## src/core/port_mac_cfg.svh

```systemverilog
`ifndef PORT_MAC_CFG_SVH
`define PORT_MAC_CFG_SVH

// Register byte offsets
`define OFS_CLOCK_RESET   8'h00
`define OFS_MISC_CONTROL  8'h04
`define OFS_EVENT_FLAGS   8'h2c

// Reset and speed control field positions
`define BIT_MAC_TRANSMIT_RESET    7
`define BIT_MAC_RECEIVE_RESET    6
`define BIT_CODING_TRANSMIT_RESET    5
`define BIT_CODING_RECEIVE_RESET    4
`define BIT_PORT_RST      3
`define BIT_LINE_INTERFACE_RESET       2
`define SPEED_HI          1
`define SPEED_LO          0
`define CLOCK_RESET_INIT  8'hfc

// Misc control field positions
`define BIT_PASS_PAUSE    2
`define BIT_PASS_CONTROL  1
`define BIT_LOOPBACK      0
`define MISC_INIT         3'h0

// Event flag positions
`define BIT_RX_GAP        9
`define BIT_RX_PREAMBLE   8
`define BIT_RX_EXT        7
`define BIT_RX_EXT_ERR    6
`define BIT_RX_GARBAGE    5
`define BIT_TX_RETRANS    4
`define BIT_TX_JAM        3
`define BIT_TX_OVERFLOW   2
`define BIT_TX_OVERSIZE   1
`define BIT_TX_ABORT      0
`define FLAGS_INIT        10'h000

// Frame recognition constants
`define MIN_GAP_BYTES     8'h0c
`define MIN_PREAMBLE      8'h08
`define CTRL_ETHERTYPE    16'h8808
`define PAUSE_OPCODE      16'h0001

`endif

```

## src/core/port_mac_pkg.sv

```systemverilog
package port_mac_pkg;
  // Link speed selector
  typedef enum logic [1:0] {
    speed_none = 2'h0,
    speed_giga = 2'h1,
    speed_100m = 2'h2,
    speed_10m  = 2'h3
  } link_speed_t;
endpackage

```

## src/core/port_mac_status_and_mode.sv

```systemverilog
// Chosen here: the Wishbone interface to the registers.
`timescale 1ns/1ps
`default_nettype none
`include "port_mac_cfg.svh"
// Operation
// - Short receive gap sets bit 9
// - Short preamble sets bit 8
// - Carrier extend sets bit 7
// - Carrier extend error sets bit 6
// - Unframed receive bytes set bit 5
// - Retransmit request sets bit 4
// - Host jam sets bit 3
// - Transmit queue overrun sets bit 2
// - Frame over 64K sets bit 1
// - Host abort done sets bit 0
// - Flags clear by writing one
// - Line reset honoured on ports 10, 11
// - Two-bit speed field, resets to none
// - Pause frames forwarded when enabled
// - Pause obeyed regardless of forwarding
// - Other control frames forwarded when enabled
// - Loopback bit loops core bus
module port_mac_status_and_mode #(
  parameter int PORT_NUMBER = 0
) (
  // Clock and reset
  input  wire logic                      clk_i,
  input  wire logic                      rst_i,
  // Wishbone slave
  input  wire logic                      cyc_i,
  input  wire logic                      stb_i,
  input  wire logic                      we_i,
  input  wire logic [7:0]                adr_i,
  input  wire logic [3:0]                sel_i,
  input  wire logic [31:0]               dat_i,
  output logic      [31:0]               dat_o,
  output logic                           ack_o,
  output logic                           err_o,
  // Receive event pulses
  input  wire logic                      rx_gap_short_i,
  input  wire logic                      rx_preamble_short_i,
  input  wire logic                      rx_extension_i,
  input  wire logic                      rx_extension_error_i,
  input  wire logic                      rx_garbage_i,
  // Transmit event pulses
  input  wire logic                      tx_retransmit_i,
  input  wire logic                      tx_jamming_i,
  input  wire logic                      tx_queue_overflow_i,
  input  wire logic                      tx_oversize_i,
  input  wire logic                      tx_abort_done_i,
  // Received control frame classification
  input  wire logic                      rx_frame_start_i,
  input  wire logic [15:0]               rx_ethertype_i,
  input  wire logic [15:0]               rx_opcode_i,
  input  wire logic                      obey_pause_cfg_i,
  // Sub-block controls
  output logic                           mac_transmit_reset_o,
  output logic                           mac_receive_reset_o,
  output logic                           coding_transmit_reset_o,
  output logic                           coding_receive_reset_o,
  output logic                           port_reset_o,
  output logic                           line_interface_reset_o,
  output port_mac_pkg::link_speed_t      link_speed_o,
  output logic                           core_bus_loopback_o,
  // Frame disposition
  output logic                           rx_forward_o,
  output logic                           rx_drop_o,
  output logic                           pause_obey_o
);
  import port_mac_pkg::*;

  localparam logic LINE_RESET_PRESENT = (PORT_NUMBER == 10) || (PORT_NUMBER == 11);

  logic [7:0]  clock_reset;
  logic [2:0]  misc_control;
  logic [9:0]  event_flags;
  logic [9:0]  event_in;
  logic [9:0]  clear_mask;
  logic        wr_strobe;
  logic        rd_strobe;
  logic        hit_clock;
  logic        hit_misc;
  logic        hit_flags;
  logic        hit_any;
  logic [31:0] next_dat;
  logic        is_control;
  logic        is_pause;

  ////////////////////////////////////////////////////////////////////////
  // Bus decode
  assign hit_clock = (adr_i == `OFS_CLOCK_RESET);
  assign hit_misc  = (adr_i == `OFS_MISC_CONTROL);
  assign hit_flags = (adr_i == `OFS_EVENT_FLAGS);
  assign hit_any   = hit_clock | hit_misc | hit_flags;
  assign wr_strobe = cyc_i & stb_i & we_i & ~ack_o & ~err_o & hit_any;
  assign rd_strobe = cyc_i & stb_i & ~we_i & ~ack_o & ~err_o;

  // One-cycle answer, dropped the cycle after
  always_ff @(posedge clk_i) begin
    if (rst_i) begin
      ack_o <= 1'b0;
      err_o <= 1'b0;
    end else begin
      ack_o <= cyc_i & stb_i & hit_any & ~ack_o & ~err_o;
      err_o <= cyc_i & stb_i & ~hit_any & ~ack_o & ~err_o;
    end
  end

  ////////////////////////////////////////////////////////////////////////
  // Reset and speed register
  // asserted after reset
  always_ff @(posedge clk_i) begin
    if (rst_i) begin
      clock_reset <= `CLOCK_RESET_INIT;
    end else if (wr_strobe && hit_clock && sel_i[0]) begin
      clock_reset <= dat_i[7:0];
    end
  end

  // Misc control register
  always_ff @(posedge clk_i) begin
    if (rst_i) begin
      misc_control <= `MISC_INIT;
    end else if (wr_strobe && hit_misc && sel_i[0]) begin
      misc_control <= dat_i[2:0];
    end
  end

  ////////////////////////////////////////////////////////////////////////
  // Event collection
  always_comb begin
    event_in = '0;
    event_in[`BIT_RX_GAP]      = rx_gap_short_i;
    event_in[`BIT_RX_PREAMBLE] = rx_preamble_short_i;
    event_in[`BIT_RX_EXT]      = rx_extension_i;
    event_in[`BIT_RX_EXT_ERR]  = rx_extension_error_i;
    event_in[`BIT_RX_GARBAGE]  = rx_garbage_i;
    event_in[`BIT_TX_RETRANS]  = tx_retransmit_i;
    event_in[`BIT_TX_JAM]      = tx_jamming_i;
    event_in[`BIT_TX_OVERFLOW] = tx_queue_overflow_i;
    event_in[`BIT_TX_OVERSIZE] = tx_oversize_i;
    event_in[`BIT_TX_ABORT]    = tx_abort_done_i;
  end

  // Write-one clear mask from byte lanes 0 and 1
  assign clear_mask = (wr_strobe && hit_flags) ?
                      {dat_i[9:8] & {2{sel_i[1]}}, dat_i[7:0] & {8{sel_i[0]}}} : 10'h000;

  // Sticky flags
  // write one clears
  always_ff @(posedge clk_i) begin
    if (rst_i) begin
      event_flags <= `FLAGS_INIT;
    end else begin
      event_flags <= (event_flags & ~clear_mask) | event_in;
    end
  end

  ////////////////////////////////////////////////////////////////////////
  // Read data
  always_comb begin
    next_dat = 32'h0000_0000;
    if (hit_clock) begin
      next_dat[7:0] = clock_reset;
    end else if (hit_misc) begin
      next_dat[2:0] = misc_control;
    end else if (hit_flags) begin
      next_dat[9:0] = event_flags;
    end
  end

  always_ff @(posedge clk_i) begin
    if (rst_i) begin
      dat_o <= 32'h0000_0000;
    end else if (rd_strobe) begin
      dat_o <= next_dat;
    end
  end

  ////////////////////////////////////////////////////////////////////////
  // Sub-block reset and mode outputs
  // hold while one
  assign mac_transmit_reset_o    = clock_reset[`BIT_MAC_TRANSMIT_RESET];
  assign mac_receive_reset_o     = clock_reset[`BIT_MAC_RECEIVE_RESET];
  assign coding_transmit_reset_o = clock_reset[`BIT_CODING_TRANSMIT_RESET];
  assign coding_receive_reset_o  = clock_reset[`BIT_CODING_RECEIVE_RESET];
  assign port_reset_o            = clock_reset[`BIT_PORT_RST];
  assign line_interface_reset_o  = LINE_RESET_PRESENT & clock_reset[`BIT_LINE_INTERFACE_RESET];
  assign link_speed_o = link_speed_t'(clock_reset[`SPEED_HI:`SPEED_LO]);
  assign core_bus_loopback_o = misc_control[`BIT_LOOPBACK];

  ////////////////////////////////////////////////////////////////////////
  // Control frame classification
  assign is_control = (rx_ethertype_i == `CTRL_ETHERTYPE);
  assign is_pause   = is_control && (rx_opcode_i == `PAUSE_OPCODE);

  // Forward or drop decision at frame start
  always_ff @(posedge clk_i) begin
    if (rst_i) begin
      rx_forward_o <= 1'b0;
      rx_drop_o    <= 1'b0;
    end else if (rx_frame_start_i) begin
      if (is_pause) begin
        rx_forward_o <= misc_control[`BIT_PASS_PAUSE];
        rx_drop_o    <= ~misc_control[`BIT_PASS_PAUSE];
      end else if (is_control) begin
        rx_forward_o <= misc_control[`BIT_PASS_CONTROL];
        rx_drop_o    <= ~misc_control[`BIT_PASS_CONTROL];
      end else begin
        rx_forward_o <= 1'b1;
        rx_drop_o    <= 1'b0;
      end
    end else begin
      rx_forward_o <= 1'b0;
      rx_drop_o    <= 1'b0;
    end
  end

  always_ff @(posedge clk_i) begin
    if (rst_i) begin
      pause_obey_o <= 1'b0;
    end else begin
      pause_obey_o <= rx_frame_start_i & is_pause & obey_pause_cfg_i;
    end
  end

endmodule
`default_nettype wire

```

## config.mk

```make
export PLATFORM = sky130hd
export DESIGN_NAME = port_mac_status_and_mode
export DESIGN_NICKNAME = d
export VERILOG_FILES = /design/src/core/port_mac_pkg.sv /design/src/core/port_mac_status_and_mode.sv
export VERILOG_INCLUDE_DIRS = /design/src /design/src/core
export SDC_FILE = /design/constraint.sdc
export NUM_CORES = 1
export LEC_CHECK = 0
export BUFFER_PORTS_ARGS = -buffer_cell sky130_fd_sc_hd__buf_2
export CORE_ASPECT_RATIO = 0.6
export CORE_MARGIN = 5
export CORE_UTILIZATION = 36
export DETAILED_ROUTE_END_ITERATION = 6
export PLACE_DENSITY = 0.77
export SLEW_MARGIN = 20
export SYNTH_ARGS = -nofsm -noshare
export SYNTH_HDL_FRONTEND = slang
export SYNTH_SLANG_ARGS = --single-unit
```

## constraint.sdc

```tcl
create_clock -name clk_i -period 1.6 [get_ports clk_i]
set_clock_uncertainty 0.15 [all_clocks]
set_input_delay 0.08 -clock clk_i [delete_from_list [all_inputs] [get_ports clk_i]]
set_output_delay 0.08 -clock clk_i [all_outputs]
set_load 0.01 [all_outputs]
```

==> flow_summary.yaml, run 1 <==
outcome:
  status: "finished, violations left"
  violations: "negative hold slack, negative setup slack"
power:
  p_sw_share_pct: 25.1
  clkPwrFrac_pct: 32.7
  p_seq_share_pct: 51.0
  netSwitchingPower_mw: 0.457
  internal_power_mw: 1.36
  power.density_nw_per_um2: 662
  comb_power_share_pct: 16.3
  ir_drop_v: 0.000324
  finalPower_mw: 1.82
  p_leak_nw: 1.26
sta:
  fmax_mhz: 618
  rsz0062_at_grt: "true"
  hold_viol: 6
  drv_slew: 0
  hold_slack_ns: -0.0452
  setup_viol: 2
  finalCritPeriodShare_pct: 101
  period_needed_ns: 1.62
  finalWorstSetupSlack_ns: -0.0191
critical_path:
  crit_top_cell: "buf_6"
  arrival_ns: 1.68
  cpLargestDelayFamily: "simple AND/OR/NAND/NOR gates"
  start_kind: "flip-flop"
  critPathCaptureType: "flip-flop"
  required_ns: 1.66
  slowest_stage: "dfxtp_1"
  cp_max_fo: 6
  critical_path_class: "reg2reg"
  regToRegStartpoint: "err_o"
  crit_path_cell_trace: "nand4bb_1, buf_6, nor4_4, buf_6, buf_12, nor3_1, a21oi_1"
  max_stage_delay_ns: 0.31
  critPathLaunch: "err_o"
  critical_path_buf_inv_count: 3
placement:
  globalplace.congestion: 0.790
  io_buffers: 91
  post-dp-hpwl_mm: 4.11
  dp_cells: 363
routing:
  routed_via_density: 4.70
  first_pass_iters: 4
  ant_nets: 0
  drt-initial-drc-count: 102
  drc: 0
  via_count: 1858
  routed_wl_mm: 5.53
  wl_per_cell_um: 14.0
synthesis:
  ys.flop_type: "dfxtp_1"
  synth_edf_count: 0
  syn_area_per_cell_um2: 9.03
  synth.distinct_cells: 38
  ys_seq_area_share_pct: 39.7
  async_flop_share_pct: 0
  synth-seq-cells: 36
  synth_cells: 201
  syn_area_um2: 1810
  yosysWarnings: 0
clock_tree:
  htreeDepth: 2
  cts.reportedPaths.clkPinSlew_ns: 0.07
  cts-root-buf: "clkbuf_8"
  numCtsBuffers: 5
  cts_tree: "done"
  clock-sinks: 36
  insertion_delay_ns: 0.28
  clockBufferDepth: 2
finish:
  area_growth_pct: 51.3
  drive_above_1_share_pct: 43.2
  layout.cells.non_filler: 395
  layout_commonest_cell: "buf_2"
  mostFrequentLayoutCells: "91 x buf_2, 35 x dfxtp_1, 28 x nor2_1"
  antennaDiodeCount: 0
  num-nets-final: 422
global_routing:
  grt_usage_pct: 16.1
  grt_max_degree: 26
  grt_pass1_wl_mm: 8.49
  antenna_found_initial: 0
  grt_pass1_vias: 1831
  grt_overflow: 0
die:
  die_w_um: 102
  start_util_pct: 36.4
  die_y_um: 65.0
  die-area_um2: 6610
  core_um2: 4980
  ios: 139
  num_rows: 20
min_path:
  hp-class: "in2reg"
  hold_start: "rst_i"
job:
  drv_cap: 0
==> state kept, by name, summed over array words and instances (netlist names) <==
signal / count
misc_control: 3
dat_o: 10
event_flags: 10
ack_o: 1
rx_drop_o: 1
rx_forward_o: 1
clock_reset: 8
pause_obey_o: 1
err_o: 1
==> per-stage QoR <==
| stage | setup TNS (ns) | utilization (%) | setup WS, ns | area (um2) | hold slack [ns] |
|---|---|---|---|---|---|
| global placement | -2.39 | 47.1 | -0.118 | 2350 | 0.138 |
| detailed placement | -2.91 | 47.1 | -0.153 | 2350 | 0.142 |
| finish | -0.0211 | 55.1 | -0.0191 | 2750 | -0.0452 |
| global route | -0.968 | 55.1 | -0.107 | 2750 | -0.0337 |
| floorplan | -0.861 | - | -0.0762 | 1930 | 0.0387 |
| CTS | -0.0302 | 54.0 | -0.0123 | 2690 | -0.0532 |
==> kinds of logic after synthesis <==
group	count (synthesis)	share of synthesized area, %
buf+inv	43	15.6
simple gates	77	25.9
other cells	1	0.207
mux	6	3.31
flops	36	39.7
compound gates	38	15.3
==> power by group through the flow <==
stage                     Sequential (mW)  Clock, mW  Combinational (mW)
after global routing                0.929      0.638               0.325
final                               0.928      0.595               0.296
after floorplan                     0.946          0               0.151
after global placement              0.947          0               0.230
after CTS                           0.927      0.600               0.280
after detailed placement            0.947          0               0.237
==> cell type report <==
cell class / instances / area (um2)
inverter: 10 / 37.5
fill: 450 / 2230
clock buffer: 6 / 72.6
sequential: 36 / 722
timing repair buffer: 132 / 865
tap: 66 / 82.6
multi-input combinational: 144 / 961
clock inverter: 1 / 5.00
==> final timing paths <==
| path | end | slack [ns] | cells after the start |
|---|---|---|---|
| worst max-delay path | clock_reset[7] | -0.02 | 7 |
| worst min register to register | dat_o[3] | 0.32 | 1 |
| worst max register to register | clock_reset[7] | -0.02 | 7 |
| worst min-delay path | dat_o[9] | -0.05 | 2 |
==> what timing repair did <==
item,4_1_cts,5_1_grt
pin swaps,4,1
endpoints found under the hold margin,28,5
hold buffers,22,1
cloned,1,0
buffers inserted,1,0
setup endpoints to repair,19,21
gates resized for setup,4,8
==> synthesized netlist by cell type (3+ instances only) <==
master,count,area (um2)
dfxtp_1,36,721
nor2_1,30,113
buf_4,25,188
inv_1,10,37.5
nor3_1,10,50.1
a21oi_1,8,40.0
a311oi_1,8,70.1
nor4_1,7,43.8
mux2i_1,6,60.1
a22oi_1,5,37.5
nand2_1,5,18.8
o21ai_0,5,25.0
o2bb2ai_1,5,43.8
a21oi_2,4,35.0
nor4b_1,4,35.0
a22o_1,3,26.3
==> routing by layer <==
| layer | track usage [%] | routed length (um) | vias to the layer above |
|---|---|---|---|
| li1 | - | - | 937 |
| met2 | 27.1 | 2670 | 46 |
| met4 | 4.48 | 68 | 0 |
| met5 | 0 | 0 | - |
| met1 | 20.1 | 2460 | 864 |
| met3 | 4.73 | 330 | 11 |
No activity file was read; power rests on OpenSTA's default activity.
==> inputs of run 2 (changes only) <==
--- a/config.mk
+++ b/config.mk
@@ -7,11 +7,14 @@
 export NUM_CORES = 1
 export LEC_CHECK = 0
 export BUFFER_PORTS_ARGS = -buffer_cell sky130_fd_sc_hd__buf_2
+export CELL_PAD_IN_SITES_DETAIL_PLACEMENT = 0
+export CELL_PAD_IN_SITES_GLOBAL_PLACEMENT = 1
 export CORE_ASPECT_RATIO = 0.6
 export CORE_MARGIN = 5
-export CORE_UTILIZATION = 36
+export CORE_UTILIZATION = 29
+export CTS_CLUSTER_DIAMETER = 150
 export DETAILED_ROUTE_END_ITERATION = 6
-export PLACE_DENSITY = 0.77
+export PLACE_DENSITY_LB_ADDON = 0.1
 export SLEW_MARGIN = 20
 export SYNTH_ARGS = -nofsm -noshare
 export SYNTH_HDL_FRONTEND = slang
==> constraint.sdc (replaced) <==
create_clock -name clk_i -period 1.9 [get_ports clk_i]
set_clock_uncertainty 0.15 [all_clocks]
set_input_delay 0.095 -clock clk_i [delete_from_list [all_inputs] [get_ports clk_i]]
set_output_delay 0.095 -clock clk_i [all_outputs]
set_load 0.01 [all_outputs]
==> run 2 against run 1 <==
The flow now finishes without violations; first-iteration DRC count decreased by 35%; global-route usage is 2.8 points lower; combinational power fell by 24%; total power shrank 18%; cell count increased by 1.0%; fmax fell by 8.5%; critical path type unchanged; largest power group unchanged.
==> flow_summary.yaml, run 2 (synthesis gave the netlist of run 1 again) <==
sta:
  period_needed_ns: 1.77
  hold_viol: 0
  tns_ns: 0
  worst_pin_slew_ns: 0.514
  finalWorstSetupSlack_ns: 0.131
  fmax_mhz: 565
  relSlewSlack_pct: 65.6
  setup_viol: 0
  rsz0062_at_grt: "false"
  finalCritPeriodShare_pct: 93.1
  drv_slew: 0
critical_path:
  critical_path_buf_inv_count: 2
  required_ns: 1.90
  critPathCaptureType: "flip-flop"
  slowest_stage: "dfxtp_1"
  critical_path_class: "reg2reg"
  start_kind: "flip-flop"
  cpLargestDelayFamily: "simple AND/OR/NAND/NOR gates"
  crit_path_cell_trace: "nand4bb_1, buf_4, nor4_4, buf_12, mux2i_1, nor2_1"
  max_stage_delay_ns: 0.32
  arrival_ns: 1.77
  cp_max_fo: 14
finish:
  mostFrequentLayoutCells: "91 x buf_2, 36 x dfxtp_1, 30 x nor2_1"
  layout_commonest_cell: "buf_2"
  fin_area_um2: 2570
  fillers: 651
  reg_top3: "dat_o: 10 flops, event_flags: 10 flops, clock_reset: 8 flops"
  drive_above_1_share_pct: 36.8
  num-nets-final: 410
  antennaDiodeCount: 0
  area_growth_pct: 41.4
  final_core_util_pct: 42.2
routing:
  drc: 0
  ant_nets: 0
  drt-initial-drc-count: 66
  routed_wl_mm: 5.39
  first_pass_iters: 4
  routed_via_density: 4.40
  via_count: 1755
  wl_per_cell_um: 13.5
global_routing:
  grt_pass1_vias: 1673
  grt_max_degree: 34
  grt_pass1_wl_mm: 8.56
  antenna_found_initial: 0
  grt_overflow: 0
  grt_usage_pct: 13.4
power:
  internal_power_mw: 1.12
  p_sw_share_pct: 24.7
  p_seq_share_pct: 52.6
  netSwitchingPower_mw: 0.367
  ir_drop_v: 0.000230
  comb_power_share_pct: 15.2
  power.density_nw_per_um2: 579
  p_leak_nw: 1.18
  clkPwrFrac_pct: 32.3
job:
  drv_cap: 0
clock_tree:
  clock-sinks: 36
  cts.reportedPaths.clkPinSlew_ns: 0.06
  cts-root-buf: "clkbuf_8"
  cts_tree: "done"
  insertion_delay_ns: 0.27
  numCtsBuffers: 5
  clockBufferDepth: 2
  htreeDepth: 2
die:
  die_y_um: 71.3
  core_um2: 6080
  ios: 139
  start_util_pct: 29.8
  die-area_um2: 7990
  die_w_um: 112
  num_rows: 22
outcome:
  status: "complete, no violations"
min_path:
  hp-class: "in2reg"
placement:
  io_buffers: 91
  post-place-ws_ns: 0.0207
  post-dp-hpwl_mm: 4.26
  globalplace.congestion: 0.696
  post_dp_cell_area_um2: 2280
-- run 2: what timing repair did --
action | in CTS | in global routing
endpoints found under the hold margin | 24 | 0
endpoints found under the setup margin | 0 | 0
buffers inserted | 0 | 0
gates resized for setup | 0 | 0
hold buffers | 22 | 0
-- run 2: final cells by class --
cell class                      count  area [um2]  area share (%)
Sequential cell                    36         721            28.1
Multi-Input combinational cell    144         893            34.8
Inverter                           10        37.5            1.46
Tap cell                           84         105            4.10
Timing Repair Buffer              120         741            28.9
Clock buffer                        5        68.8            2.68
-- run 2: per-layer routing --
layer | global-route usage (%) | vias to the layer above | routed length, um
li1 | - | 911 | -
met1 | 19.7 | 793 | 2740
met2 | 19.4 | 49 | 2300
met3 | 4.14 | 2 | 339
met4 | 2.40 | 0 | 13
met5 | 0 | - | 0
-- run 2: per-stage QoR --
step	instances	hold slack, ns	power (mW)
floorplan	223	0.0537	0.923
global placement	372	0.160	0.989
detailed placement	372	0.163	0.990
CTS	399	0.00851	1.51
global route	399	0.0281	1.56
finish	399	0.0171	1.49
-- run 2: power groups by stage --
stage	Combinational, mW	Sequential [mW]	Clock (mW)
global placement	0.190	0.798	0
global route	0.251	0.782	0.531
finish	0.226	0.781	0.479
CTS	0.224	0.781	0.502
floorplan	0.126	0.796	0
detailed placement	0.193	0.798	0
-- run 2: final timing paths --
kind / from / to / slack (ns) / depth (start not counted)
worst max-delay path: ack_o / clock_reset[1] / 0.13 / 6
worst min-delay path: adr_i[6] / ack_o / 0.02 / 3
worst max register to register: ack_o / clock_reset[1] / 0.13 / 6
worst min register to register: dat_o[5] / dat_o[5] / 0.31 / 1
-- run 2: worst register-to-register path, stage by stage, from the launching register on --
cell and delay [ns]:
dfxtp_1 0.32, nand4bb_1 0.23, buf_4 0.20, nor4_4 0.32, buf_12 0.19, mux2i_1 0.19
nor2_1 0.05
==> inputs of run 3 (changes only) <==
--- a/config.mk
+++ b/config.mk
@@ -12,9 +12,11 @@
 export CORE_ASPECT_RATIO = 0.6
 export CORE_MARGIN = 5
 export CORE_UTILIZATION = 29
+export CTS_BUF_LIST = sky130_fd_sc_hd__clkbuf_16
 export CTS_CLUSTER_DIAMETER = 150
 export DETAILED_ROUTE_END_ITERATION = 6
 export PLACE_DENSITY_LB_ADDON = 0.1
+export SETUP_SLACK_MARGIN = 0.3
 export SLEW_MARGIN = 20
 export SYNTH_ARGS = -nofsm -noshare
 export SYNTH_HDL_FRONTEND = slang
==> run 3 against run 2 <==
The run now ends with negative hold slack left; via count up 2.5%; combinational power up 8%; first-iteration DRC count down 17%; fmax up 4.9%; hold slack worse by 0.056 ns; die area unchanged; total power up 21%; sequential share of layout area down 2.2 points; largest power group unchanged; highest routed layer unchanged.
==> flow_summary.yaml, run 3 (synthesis gave the netlist of run 1 again) <==
finish:
  antennaDiodeCount: 0
  reg_top3: "dat_o: 10 flops, event_flags: 10 flops, clock_reset: 8 flops"
  mostFrequentLayoutCells: "91 x buf_2, 34 x dfxtp_1, 30 x nor2_1"
  layout_commonest_cell: "buf_2"
  area_growth_pct: 53.9
  num-nets-final: 419
  drive_above_1_share_pct: 42.8
job:
  drv_cap: 0
routing:
  routed_via_density: 4.38
  routed_wl_mm: 5.69
  drc: 0
  first_pass_iters: 4
  via_count: 1799
  wl_per_cell_um: 13.8
  ant_nets: 0
  drt-initial-drc-count: 55
sta:
  setup_viol: 0
  hold_viol: 6
  hold_slack_ns: -0.0391
  period_needed_ns: 1.69
  fmax_mhz: 593
  finalCritPeriodShare_pct: 88.8
  tns_ns: 0
  rsz0062_at_grt: "true"
  drv_slew: 0
global_routing:
  grt_usage_pct: 14.0
  grt_max_degree: 27
  antenna_found_initial: 0
  grt_pass1_wl_mm: 8.96
  grt_overflow: 0
  grt_pass1_vias: 1777
critical_path:
  start_kind: "flip-flop"
  slowest_stage: "or4_4"
  critical_path_buf_inv_count: 1
  cp_max_fo: 7
  arrival_ns: 1.75
  critical_path_class: "reg2reg"
  max_stage_delay_ns: 0.55
  required_ns: 1.97
  crit_path_cell_trace: "nand4bb_1, buf_6, or4_4, nor2_4, a22o_1"
  cpLargestDelayFamily: "simple AND/OR/NAND/NOR gates"
  critPathCaptureType: "flip-flop"
power:
  ir_drop_v: 0.000304
  p_leak_nw: 1.29
  power.density_nw_per_um2: 642
  internal_power_mw: 1.36
  p_seq_share_pct: 43.6
  comb_power_share_pct: 13.6
  clkPwrFrac_pct: 42.8
  netSwitchingPower_mw: 0.427
  p_sw_share_pct: 23.8
clock_tree:
  numCtsBuffers: 5
  cts.reportedPaths.clkPinSlew_ns: 0.05
  cts_tree: "done"
  cts-root-buf: "clkbuf_16"
  clockBufferDepth: 2
  insertion_delay_ns: 0.28
  htreeDepth: 2
  hold_buffers: 22
  clock-sinks: 36
die:
  die-area_um2: 7990
  die_y_um: 71.3
  start_util_pct: 29.8
  die_w_um: 112
  ios: 139
  core_um2: 6080
  num_rows: 22
outcome:
  status: "finished, violations left"
  violations: "negative hold slack"
placement:
  globalplace.congestion: 0.675
  io_buffers: 91
  post-dp-hpwl_mm: 4.34
min_path:
  hp-class: "in2reg"
-- run 3: cell count changes in the layout (fill, tap and decap cells not counted), moves of 3 or more --
cell / delta
buf_4: +7
clkbuf_16: +5
clkbuf_8: -5
nor3_1: -4
nor3_2: +4
nor4b_1: -3
nor4b_2: +3
o2bb2ai_1: -3
o2bb2ai_2: +3
-- run 3: repair_timing --
action                                  in CTS  in global routing
endpoints found under the hold margin       28                  6
pin swaps                                    4                  7
setup buffers                                5                  1
resized for setup                            3                  9
endpoints found under the setup margin      19                 27
gates cloned                                 1                  0
-- run 3: through the flow --
stage          power, mW  setup slack, ns  cell area [um2]  utilization, %  cells
6_report            1.79            0.213             2790            45.9    411
4_1_cts             1.80            0.239             2730            44.9    410
3_3_place_gp       0.991           0.0701             2320            38.2    374
2_1_floorplan      0.925            0.220             1930               -    223
3_5_place_dp       0.993           0.0846             2320            38.2    374
5_1_grt             1.88            0.121             2790            45.9    411
-- run 3: worst register-to-register path, stage by stage (launching register included) --
cell and delay [ns]:
dfxtp_2 0.31, nand4bb_1 0.20, buf_6 0.16, or4_4 0.55, nor2_4 0.13, a22o_1 0.13
-- run 3: power groups by stage --
stage / clock network, mW / registers [mW] / logic [mW]
after detailed placement: 0 / 0.798 / 0.195
after CTS: 0.790 / 0.782 / 0.233
after floorplan: 0 / 0.796 / 0.128
after global placement: 0 / 0.798 / 0.193
final: 0.767 / 0.782 / 0.243
after global routing: 0.826 / 0.784 / 0.269
-- run 3: area by class of cell --
cell class,count,area [um2]
well taps,84,105
clock inverters,3,11.3
repair buffers,129,816
fillers,626,3290
multi-input cells,144,973
inverters,10,37.5
clock buffers,5,125
flip-flops and latches,36,723
-- run 3: layer usage --
layer  GRT usage [%]  vias up  routed length, um
met5               0        -                  0
met3            4.64        2                313
li1                -      933                  -
met4            2.40        0                 19
met2            20.9       48               2490
met1            20.1      816               2870
-- run 3: path summary, 6_finish.rpt --
check        cells past startpoint  endpoint      from  slack (ns)
min reg2reg                      1  dat_o[7]  dat_o[7]        0.31
min                              2  dat_o[8]     rst_i       -0.04
max reg2reg                      5  dat_o[1]     err_o        0.21
max                              5  dat_o[1]     err_o        0.21
